**src/pkg/mca_global_pkg.sv**
```systemverilog
// constants, field layout and decode helpers for the global machine-check block
package mca_global_pkg;
  // clock and tick time bases
  localparam int unsigned CLK_PERIOD_NS = 50;
  localparam int unsigned TB_MS_NS      = 1000000;
  localparam int unsigned TB_US_NS      = 1000;
  localparam int unsigned TB_5NS_NS     = 5;

  // a tick period never drops below one clock cycle
  function automatic int unsigned ns_to_cycles(input int unsigned ns);
    return (ns / CLK_PERIOD_NS) > 0 ? (ns / CLK_PERIOD_NS) : 1;
  endfunction

  localparam int unsigned TICK_MS_CYCLES = ns_to_cycles(TB_MS_NS);
  localparam int unsigned DIV_W          = 15;
  localparam int unsigned CNT_W          = 14;
  localparam logic [DIV_W-1:0] TICK_US_CYCLES  = DIV_W'(ns_to_cycles(TB_US_NS));
  localparam logic [DIV_W-1:0] TICK_5NS_CYCLES = DIV_W'(ns_to_cycles(TB_5NS_NS));

  // register indices on the msr port
  localparam int unsigned MSR_IDX_W = 32;
  localparam logic [MSR_IDX_W-1:0] MSR_GLOBAL_CAP    = 32'h0000_0c00;
  localparam logic [MSR_IDX_W-1:0] MSR_GLOBAL_STATUS = 32'h0000_0c01;
  localparam logic [MSR_IDX_W-1:0] MSR_GLOBAL_CTL    = 32'h0000_0c02;
  localparam logic [MSR_IDX_W-1:0] MSR_WDOG_CFG      = 32'h0000_0c03;

  // field positions
  localparam int unsigned CAP_BANKS_W   = 8;
  localparam int unsigned ST_RESTART    = 0;
  localparam int unsigned ST_FAULT_IP   = 1;
  localparam int unsigned ST_IN_PROG    = 2;
  localparam int unsigned ST_W          = 3;
  localparam int unsigned WD_EN         = 0;
  localparam int unsigned WD_TB_LSB     = 1;
  localparam int unsigned WD_CS_LSB     = 3;
  localparam int unsigned WD_W          = 7;
  localparam logic [ST_W-1:0] ST_RESET  = 3'h0;
  localparam logic [WD_W-1:0] WD_RESET  = 7'h00;
  localparam logic [63:0]     CTL_RESET = 64'h0;

  typedef enum logic [1:0] {
    TU_MS   = 2'h0,
    TU_US   = 2'h1,
    TU_5NS  = 2'h2,
    TU_RSVD = 2'h3
  } tick_unit_t;

  // count-select decode; zero marks a reserved code
  function automatic logic [CNT_W-1:0] count_limit(input logic [3:0] cs);
    case (cs)
      4'h0:    return 14'h0fff;
      4'h1:    return 14'h07ff;
      4'h2:    return 14'h03ff;
      4'h3:    return 14'h01ff;
      4'h4:    return 14'h00ff;
      4'h5:    return 14'h007f;
      4'h6:    return 14'h003f;
      4'h7:    return 14'h001f;
      4'h8:    return 14'h1fff;
      4'h9:    return 14'h3fff;
      default: return 14'h0000;
    endcase
  endfunction
endpackage

```
**src/pkg/wdog_if.sv**
```systemverilog
// signals shared between the watchdog control, tick divider and counter
`timescale 1ns/1ps
interface wdog_if;
  import mca_global_pkg::*;
  logic             run;
  logic             restart;
  tick_unit_t       tick_unit;
  logic             tick;
  logic [CNT_W-1:0] limit;
  logic             expire;
  modport ctrl    (output run, restart, tick_unit, limit, input expire);
  modport tick_src(input run, restart, tick_unit, output tick);
  modport counter (input run, restart, tick, limit, output expire);
endinterface

```
**src/design/wdog_tick_gen.sv**
```systemverilog
// time-base divider: one-cycle tick per selected watchdog unit
`timescale 1ns/1ps
module wdog_tick_gen #(
  parameter int unsigned MS_TICK_CYCLES = mca_global_pkg::TICK_MS_CYCLES
) (
  // clock and reset
  input wire logic i_sys_clk,
  input wire logic i_rstn,
  // watchdog bundle
  wdog_if.tick_src wd
);
  import mca_global_pkg::*;

  logic [DIV_W-1:0] div_q;
  logic [DIV_W-1:0] period;
  logic [DIV_W-1:0] gap_q;

  // period of one tick in clock cycles
  always_comb begin
    case (wd.tick_unit)
      TU_MS:   period = DIV_W'(MS_TICK_CYCLES);
      TU_US:   period = TICK_US_CYCLES;
      TU_5NS:  period = TICK_5NS_CYCLES;
      default: period = TICK_5NS_CYCLES;
    endcase
  end

  // divider holds while stopped so a halt does not lose a partial tick
  always_ff @(posedge i_sys_clk or negedge i_rstn) begin
    if (!i_rstn) begin
      div_q   <= '0;
      wd.tick <= 1'b0;
    end else if (wd.restart) begin
      div_q   <= '0;
      wd.tick <= 1'b0;
    end else if (wd.run) begin
      wd.tick <= (div_q == period - 15'h0001);
      div_q   <= (div_q == period - 15'h0001) ? '0 : div_q + 15'h0001;
    end else begin
      wd.tick <= 1'b0;
    end
  end

  // check helper: cycles in which the divider really advanced since the last tick
  // a unit change always comes with a restart, so one count covers every unit
  always_ff @(posedge i_sys_clk or negedge i_rstn) begin
    if (!i_rstn) begin
      gap_q <= '0;
    end else if (wd.restart) begin
      gap_q <= '0;
    end else if (wd.run) begin
      gap_q <= wd.tick ? 15'h0001 : gap_q + 15'h0001;
    end else if (wd.tick) begin
      gap_q <= '0;
    end
  end
endmodule

```
**src/design/wdog_counter.sv**
```systemverilog
// watchdog tick counter: expires after limit ticks with no completion
`timescale 1ns/1ps
module wdog_counter (
  // clock and reset
  input wire logic i_sys_clk,
  input wire logic i_rstn,
  // watchdog bundle
  wdog_if.counter  wd
);
  import mca_global_pkg::*;

  logic [CNT_W-1:0] count_q;

  // a completion restarts the count; it beats a tick in the same cycle
  always_ff @(posedge i_sys_clk or negedge i_rstn) begin
    if (!i_rstn) begin
      count_q   <= '0;
      wd.expire <= 1'b0;
    end else if (wd.restart) begin
      count_q   <= '0;
      wd.expire <= 1'b0;
    end else if (wd.run && wd.tick) begin
      wd.expire <= (count_q == wd.limit - 14'h0001);
      count_q   <= (count_q == wd.limit - 14'h0001) ? '0 : count_q + 14'h0001;
    end else begin
      wd.expire <= 1'b0;
    end
  end
endmodule

```
**src/design/mca_global_watchdog.sv**
```systemverilog
// global machine-check status, control, capabilities and instruction watchdog
`timescale 1ns/1ps
module mca_global_watchdog #(
  parameter int unsigned BANK_COUNT     = 1,
  parameter bit          HAS_CTL        = 1'b1,
  parameter int unsigned WDOG_BANK      = 0,
  parameter int unsigned MS_TICK_CYCLES = mca_global_pkg::TICK_MS_CYCLES
) (
  // clock and resets
  input  wire logic                                i_sys_clk,
  input  wire logic                                i_rstn,
  input  wire logic                                i_warm_rst,
  // msr access port
  input  wire logic                                i_msr_rd,
  input  wire logic                                i_msr_wr,
  input  wire logic [mca_global_pkg::MSR_IDX_W-1:0] i_msr_index,
  input  wire logic [63:0]                         i_msr_wdata,
  output logic      [63:0]                         o_msr_rdata,
  output logic                                     o_msr_ack,
  output logic                                     o_msr_fault,
  // core indications
  input  wire logic                                i_insn_done,
  input  wire logic                                i_core_halted,
  input  wire logic                                i_stop_grant,
  input  wire logic                                i_err_valid,
  input  wire logic [7:0]                          i_err_bank,
  input  wire logic                                i_err_src_en,
  input  wire logic                                i_err_restartable,
  input  wire logic                                i_err_ip_caused,
  // exception and escalation
  output logic                                     o_mce,
  output logic                                     o_shutdown,
  output logic                                     o_check_in_progress
);
  import mca_global_pkg::*;

  localparam logic [CAP_BANKS_W-1:0] BANKS = CAP_BANKS_W'(BANK_COUNT);
  localparam logic [63:0] CTL_MASK =
    (BANK_COUNT >= 64) ? 64'hffff_ffff_ffff_ffff : ((64'h1 << BANK_COUNT) - 64'h1);
  // constant word; nothing in the block can alter it
  localparam logic [63:0] CAP_WORD = {55'h0, HAS_CTL, BANKS};

  logic [ST_W-1:0] status_q;
  logic [ST_W-1:0] status_d;
  logic [63:0]     ctl_q;
  logic [WD_W-1:0] wd_cfg_q;
  logic            shutdown_q;
  logic            sel_cap;
  logic            sel_status;
  logic            sel_ctl;
  logic            sel_wd;
  logic            hit;
  logic [63:0]     ctl_eff;
  logic            core_report;
  logic            wd_report;
  logic            mc_event;
  logic            deliver;
  tick_unit_t      tick_unit;
  logic [3:0]      cs_code;
  logic            wd_reserved;

  wdog_if wd ();

  // register decode; the control register vanishes when not built
  assign sel_cap    = (i_msr_index == MSR_GLOBAL_CAP);
  assign sel_status = (i_msr_index == MSR_GLOBAL_STATUS);
  assign sel_ctl    = (i_msr_index == MSR_GLOBAL_CTL) && HAS_CTL;
  assign sel_wd     = (i_msr_index == MSR_WDOG_CFG);
  assign hit        = sel_cap || sel_status || sel_ctl || sel_wd;

  // msr answer one cycle after the strobe; unmapped indices fault
  always_ff @(posedge i_sys_clk or negedge i_rstn) begin
    if (!i_rstn) begin
      o_msr_rdata <= '0;
      o_msr_ack   <= 1'b0;
      o_msr_fault <= 1'b0;
    end else begin
      o_msr_ack   <= i_msr_rd || i_msr_wr;
      o_msr_fault <= (i_msr_rd || i_msr_wr) && !hit;
      if (i_msr_rd) begin
        o_msr_rdata <= sel_cap    ? CAP_WORD :
                       sel_status ? {61'h0, status_q} :
                       sel_ctl    ? ctl_q :
                       sel_wd     ? {57'h0, wd_cfg_q} : 64'h0;
      end
    end
  end

  // global bank enables; only implemented banks hold a bit
  // cold reset only, so a warm reset keeps the enables
  always_ff @(posedge i_sys_clk or negedge i_rstn) begin
    if (!i_rstn) begin
      ctl_q <= CTL_RESET;
    end else if (i_msr_wr && sel_ctl) begin
      ctl_q <= i_msr_wdata & CTL_MASK;
    end
  end

  // without a control register every bank counts as enabled
  assign ctl_eff = HAS_CTL ? ctl_q : CTL_MASK;

  // reporting gate per source
  assign core_report = i_err_valid && i_err_src_en && (32'(i_err_bank) < BANK_COUNT)
                       && ctl_eff[i_err_bank[5:0]];
  assign wd_report   = wd.expire && ctl_eff[WDOG_BANK];
  assign mc_event    = (core_report || wd_report) && !shutdown_q;
  assign deliver     = mc_event && !status_q[ST_IN_PROG];

  // status next value: hardware setting wins over a clearing write
  always_comb begin
    status_d = status_q;
    if (i_msr_wr && sel_status) begin
      status_d = i_msr_wdata[ST_W-1:0];
    end
    if (deliver) begin
      // a watchdog expiry leaves no restartable or faulting instruction
      status_d[ST_RESTART]  = core_report && i_err_restartable;
      status_d[ST_FAULT_IP] = core_report && i_err_ip_caused;
      status_d[ST_IN_PROG]  = 1'b1;
    end
  end

  // global status keeps its content across warm reset
  always_ff @(posedge i_sys_clk or negedge i_rstn) begin
    if (!i_rstn) begin
      status_q <= ST_RESET;
    end else begin
      status_q <= status_d;
    end
  end

  // exception pulse and shutdown escalation; warm reset clears shutdown
  always_ff @(posedge i_sys_clk or negedge i_rstn) begin
    if (!i_rstn) begin
      o_mce      <= 1'b0;
      shutdown_q <= 1'b0;
    end else if (i_warm_rst) begin
      o_mce      <= 1'b0;
      shutdown_q <= 1'b0;
    end else begin
      o_mce <= deliver;
      if (mc_event && status_q[ST_IN_PROG]) begin
        shutdown_q <= 1'b1;
      end
    end
  end

  assign o_shutdown = shutdown_q;

  // in-progress mirrored from its own flop for the core
  always_ff @(posedge i_sys_clk or negedge i_rstn) begin
    if (!i_rstn) begin
      o_check_in_progress <= 1'b0;
    end else begin
      o_check_in_progress <= status_d[ST_IN_PROG];
    end
  end

  // watchdog configuration; cleared by warm reset as it is not error state
  always_ff @(posedge i_sys_clk or negedge i_rstn) begin
    if (!i_rstn) begin
      wd_cfg_q <= WD_RESET;
    end else if (i_warm_rst) begin
      wd_cfg_q <= WD_RESET;
    end else if (i_msr_wr && sel_wd) begin
      wd_cfg_q <= i_msr_wdata[WD_W-1:0];
    end
  end

  // watchdog control: reserved codes park the timer
  assign tick_unit   = tick_unit_t'(wd_cfg_q[WD_TB_LSB +: 2]);
  assign cs_code     = wd_cfg_q[WD_CS_LSB +: 4];
  assign wd_reserved = (tick_unit == TU_RSVD) || (count_limit(cs_code) == '0);
  assign wd.tick_unit = tick_unit;
  assign wd.limit     = count_limit(cs_code);
  assign wd.run       = wd_cfg_q[WD_EN] && !wd_reserved && !shutdown_q
                        && !i_core_halted && !i_stop_grant;
  assign wd.restart   = i_insn_done || !wd_cfg_q[WD_EN] || wd_reserved
                        || (i_msr_wr && sel_wd);

  wdog_tick_gen #(
    .MS_TICK_CYCLES(MS_TICK_CYCLES)
  ) u_tick (
    .i_sys_clk(i_sys_clk),
    .i_rstn   (i_rstn),
    .wd       (wd)
  );

  wdog_counter u_count (
    .i_sys_clk(i_sys_clk),
    .i_rstn   (i_rstn),
    .wd       (wd)
  );
endmodule

```
**config.mk**
```make
export PLATFORM = sky130hd
export DESIGN_NAME = mca_global_watchdog
export DESIGN_NICKNAME = d
export VERILOG_FILES = /design/src/pkg/mca_global_pkg.sv /design/src/pkg/wdog_if.sv /design/src/design/wdog_tick_gen.sv /design/src/design/wdog_counter.sv /design/src/design/mca_global_watchdog.sv
export SDC_FILE = /design/constraint.sdc
export NUM_CORES = 1
export LEC_CHECK = 0
export ABC_AREA = 1
export BUFFER_PORTS_ARGS = -buffer_cell sky130_fd_sc_hd__clkbuf_2
export CORE_MARGIN = 2
export CORE_UTILIZATION = 45
export CTS_BUF_LIST = sky130_fd_sc_hd__clkbuf_4
export DETAILED_ROUTE_END_ITERATION = 10
export PLACE_DENSITY = 0.77
export SYNTH_ARGS = -nofsm -noshare
export SYNTH_HDL_FRONTEND = slang
export SYNTH_SLANG_ARGS = --single-unit
```
**constraint.sdc**
```tcl
create_clock -name i_sys_clk -period 2.25 [get_ports i_sys_clk]
set_clock_uncertainty 0.2 [all_clocks]
set_input_delay 0.1125 -clock i_sys_clk [delete_from_list [all_inputs] [get_ports i_sys_clk]]
set_output_delay 0.1125 -clock i_sys_clk [all_outputs]
set_load 0.1 [all_outputs]
```
==> results.ini <==
[pwr]
powerDensity_mw_per_mm2 = 444
pwr-share-clk = 0.206
switching_power_uw = 924
power_frac_comb = 0.328
switching_share = 0.431
ir_worst_vdd_uv = 278
internal-power_uw = 1220
p_seq_frac = 0.466
leakage_uw = 0.00248

[logic_synthesis]
synth.top_cell.area_share = 0.322
synth_edf_count = 0
syn_area_mm2 = 0.00419
ys_warn_count = 0
ys_types = 38
synthCells = 628
ys_seq_area_frac = 0.322
avgSynthCellArea_um2 = 6.68
ys_seq_elements = 54
synth_ff_type = dfrtp_1
synthTopCellsByArea = dfrtp_1 (32%), nand2_1 (14%), buf_4 (10%), nor2_1 (8.0%), nand3_1 (7.5%)
async_reset_ff_frac = 1.00
synth_top_area_cell = dfrtp_1

[final_layout]
finalNetCount = 850
utilization = 0.527
area_growth_pct = 15.1
final_common_cell = nand2_1
drive_above_1_share = 0.164
antennaDiodeCount = 0
layout_common_cells = nand2_1 (156), nor2_1 (88), clkbuf_2 (71)

[drt]
drt-wirelength-per-cell_um = 12.4
ant_nets = 0
wirelength_um = 10400
drt_iter0_drc = 195
drt_first_pass_iters = 6
viasPerCell = 5.02
drc = 0
via_count = 4237

[sta]
hold_viol_final = 1
slew-limit-headroom = 0.539
tightest_slew_ns = 0.691
slew_violations = 0
fin_setup_tns_ns = 0
fin_crit_ns = 2.08
finalCritPeriodShare = 0.926
max_freq_mhz = 480
setup_violations = 0
fin_hold_ws_ns = -0.000690

[placement]
io_buffers = 71
gp_congestion = 0.886
hpwl_um = 8050

[critical_path]
crit_path_end_kind = flop
slowest_delay_ns = 0.57
critPathSlowestCell = dlygate4sd3_1
cp_data_arrival_time_ns = 2.23
start_kind = flop
cp.required_ns = 2.40
cpMostUsedCell = inv_1
path_class = reg -> reg
crit_chain = inv_1 -> nor3_1 -> nand4_1 -> nand2_1 -> nand2_2 -> inv_1 -> nand3b_1 -> dlygate4sd3_1 -> nand3_1
path_max_fanout = 7

[run]
drv_cap = 0

[cts]
postCtsSetupBuffers = 0
cts_max_level = 2
cts_buffers = 5
cts.path.max_buffers = 2
clkTransAtPathRegs_ns = 0.16
cts_sinks = 54
worstSkewPairLatency_ns = 0.39
root_buffer = clkbuf_4
cts_tree = done

[die]
io_pins = 185
die_h_um = 101
die_x_um = 101
core_mm2 = 0.00915
fp-row-count = 35
start_util = 0.458
die_area_mm2 = 0.0101

[grt]
grt_pass1_vias = 4052
antenna_found_initial = 0
grt.total_usage = 0.216
gr-total-overflow = 0
grt_first_pass_wirelength_um = 17800
grt_max_degree = 55

[outcome]
failed_checks = hold timing
status = finished with violations

[min_path]
worst_hold_path_type = in -> reg

-- state kept, by name, indices dropped and copies added (netlist names), 3 cells and up --
name,cells
o_msr_rdata,8
status_q,3
u_count.count_q,14
u_tick.div_q,15
wd_cfg_q,7
-- power by group through the flow --
stage	registers (uW)	logic, uW	clock network (uW)
finish	999	702	443
floorplan	1040	607	0
CTS	998	697	456
global placement	1020	667	0
detailed placement	1020	672	0
global route	1000	744	506
-- cell usage after synthesis, types with 3 or more instances --
library cell	number
nand2_1	157
nor2_1	89
inv_1	63
nand3_1	63
buf_4	58
dfrtp_1	54
o21ai_0	29
nor3_1	20
nand4_1	17
xor2_1	12
a21oi_1	8
o21ai_1	7
nor2_2	5
inv_2	4
o31ai_1	4
clkbuf_1	3
xnor2_1	3
-- area by class of cell --
class | count | area, um2
sequential | 54 | 1360
clock buffer | 5 | 37.5
inverter | 69 | 262
tap | 111 | 139
clock inverter | 3 | 18.8
fill | 887 | 4330
timing repair buffer | 107 | 681
multi-input combinational | 495 | 2330
-- through the flow --
stage | power [uW] | worst slack (ns) | area, um2 | std cells | hold slack (ns)
3_5_place_dp | 1690 | 0.164 | 4520 | 814 | 0.0875
4_1_cts | 2150 | 0.128 | 4800 | 844 | 0.00244
5_1_grt | 2250 | -0.00673 | 4830 | 844 | 0.00669
3_3_place_gp | 1680 | 0.201 | 4520 | 814 | 0.0832
2_1_floorplan | 1650 | 0.180 | 4400 | 683 | -0.383
6_report | 2140 | 0.166 | 4830 | 844 | -0.000690
-- kinds of logic (layout without fill, tap and decap cells) --
group / Yosys count / count (layout) / share of synthesized area
compound gates: 52 / 52 / 0.0674
xor+xnor: 15 / 15 / 0.0313
fa+ha+maj: 2 / 2 / 0.00597
buf+inv: 134 / 184 / 0.176
flops: 54 / 54 / 0.322
other cells: 1 / 56 / 0.000894
simple gates: 370 / 370 / 0.396
-- layer usage --
| metal | vias to the layer above | global-route usage | part of all wire | wire length, um |
|---|---|---|---|---|
| li1 | 2112 | - | - | - |
| met1 | 1946 | 0.280 | 0.44 | 4600 |
| met2 | 158 | 0.368 | 0.48 | 5000 |
| met3 | 21 | 0.0361 | 0.062 | 646 |
| met4 | 0 | 0.0738 | 0.017 | 178 |
| met5 | - | 0 | 0 | 0 |
-- worst paths after layout --
kind                                                  from                        endpoint  slack [ns]  cells after the start
worst max-delay path                ctl_eff[0]$_DFFE_PN0P_         status_q[0]$_DFFE_PN0P_        0.17                      9
min in group asynchronous                           i_rstn     u_tick.div_q[8]$_DFFE_PN0P_        0.15                      3
worst min register to register  o_msr_rdata[6]$_DFFE_PN0P_      o_msr_rdata[6]$_DFFE_PN0P_        0.31                      2
worst max register to register      ctl_eff[0]$_DFFE_PN0P_         status_q[0]$_DFFE_PN0P_        0.17                      9
max in group asynchronous                           i_rstn         wd_cfg_q[5]$_DFFE_PN0P_        1.20                      3
worst min-delay path                           i_insn_done  u_count.count_q[9]$_DFFE_PN0P_     -0.0007                      6
-- worst max-delay path, delay by kind of cell (launching register included) --
| kind | cells | cell delay [ns] |
|---|---|---|
| simple gates | 6 | 0.70 |
| flops | 1 | 0.40 |
| buf+inv | 3 | 0.75 |
-- repair_timing --
action / in CTS / in global routing
hold buffers: 22 / 0
resized for setup: 0 / 9
endpoints found under the hold margin: 83 / 0
endpoints found under the setup margin: 0 / 12
Note: power is estimated with default switching activity, not from simulation.
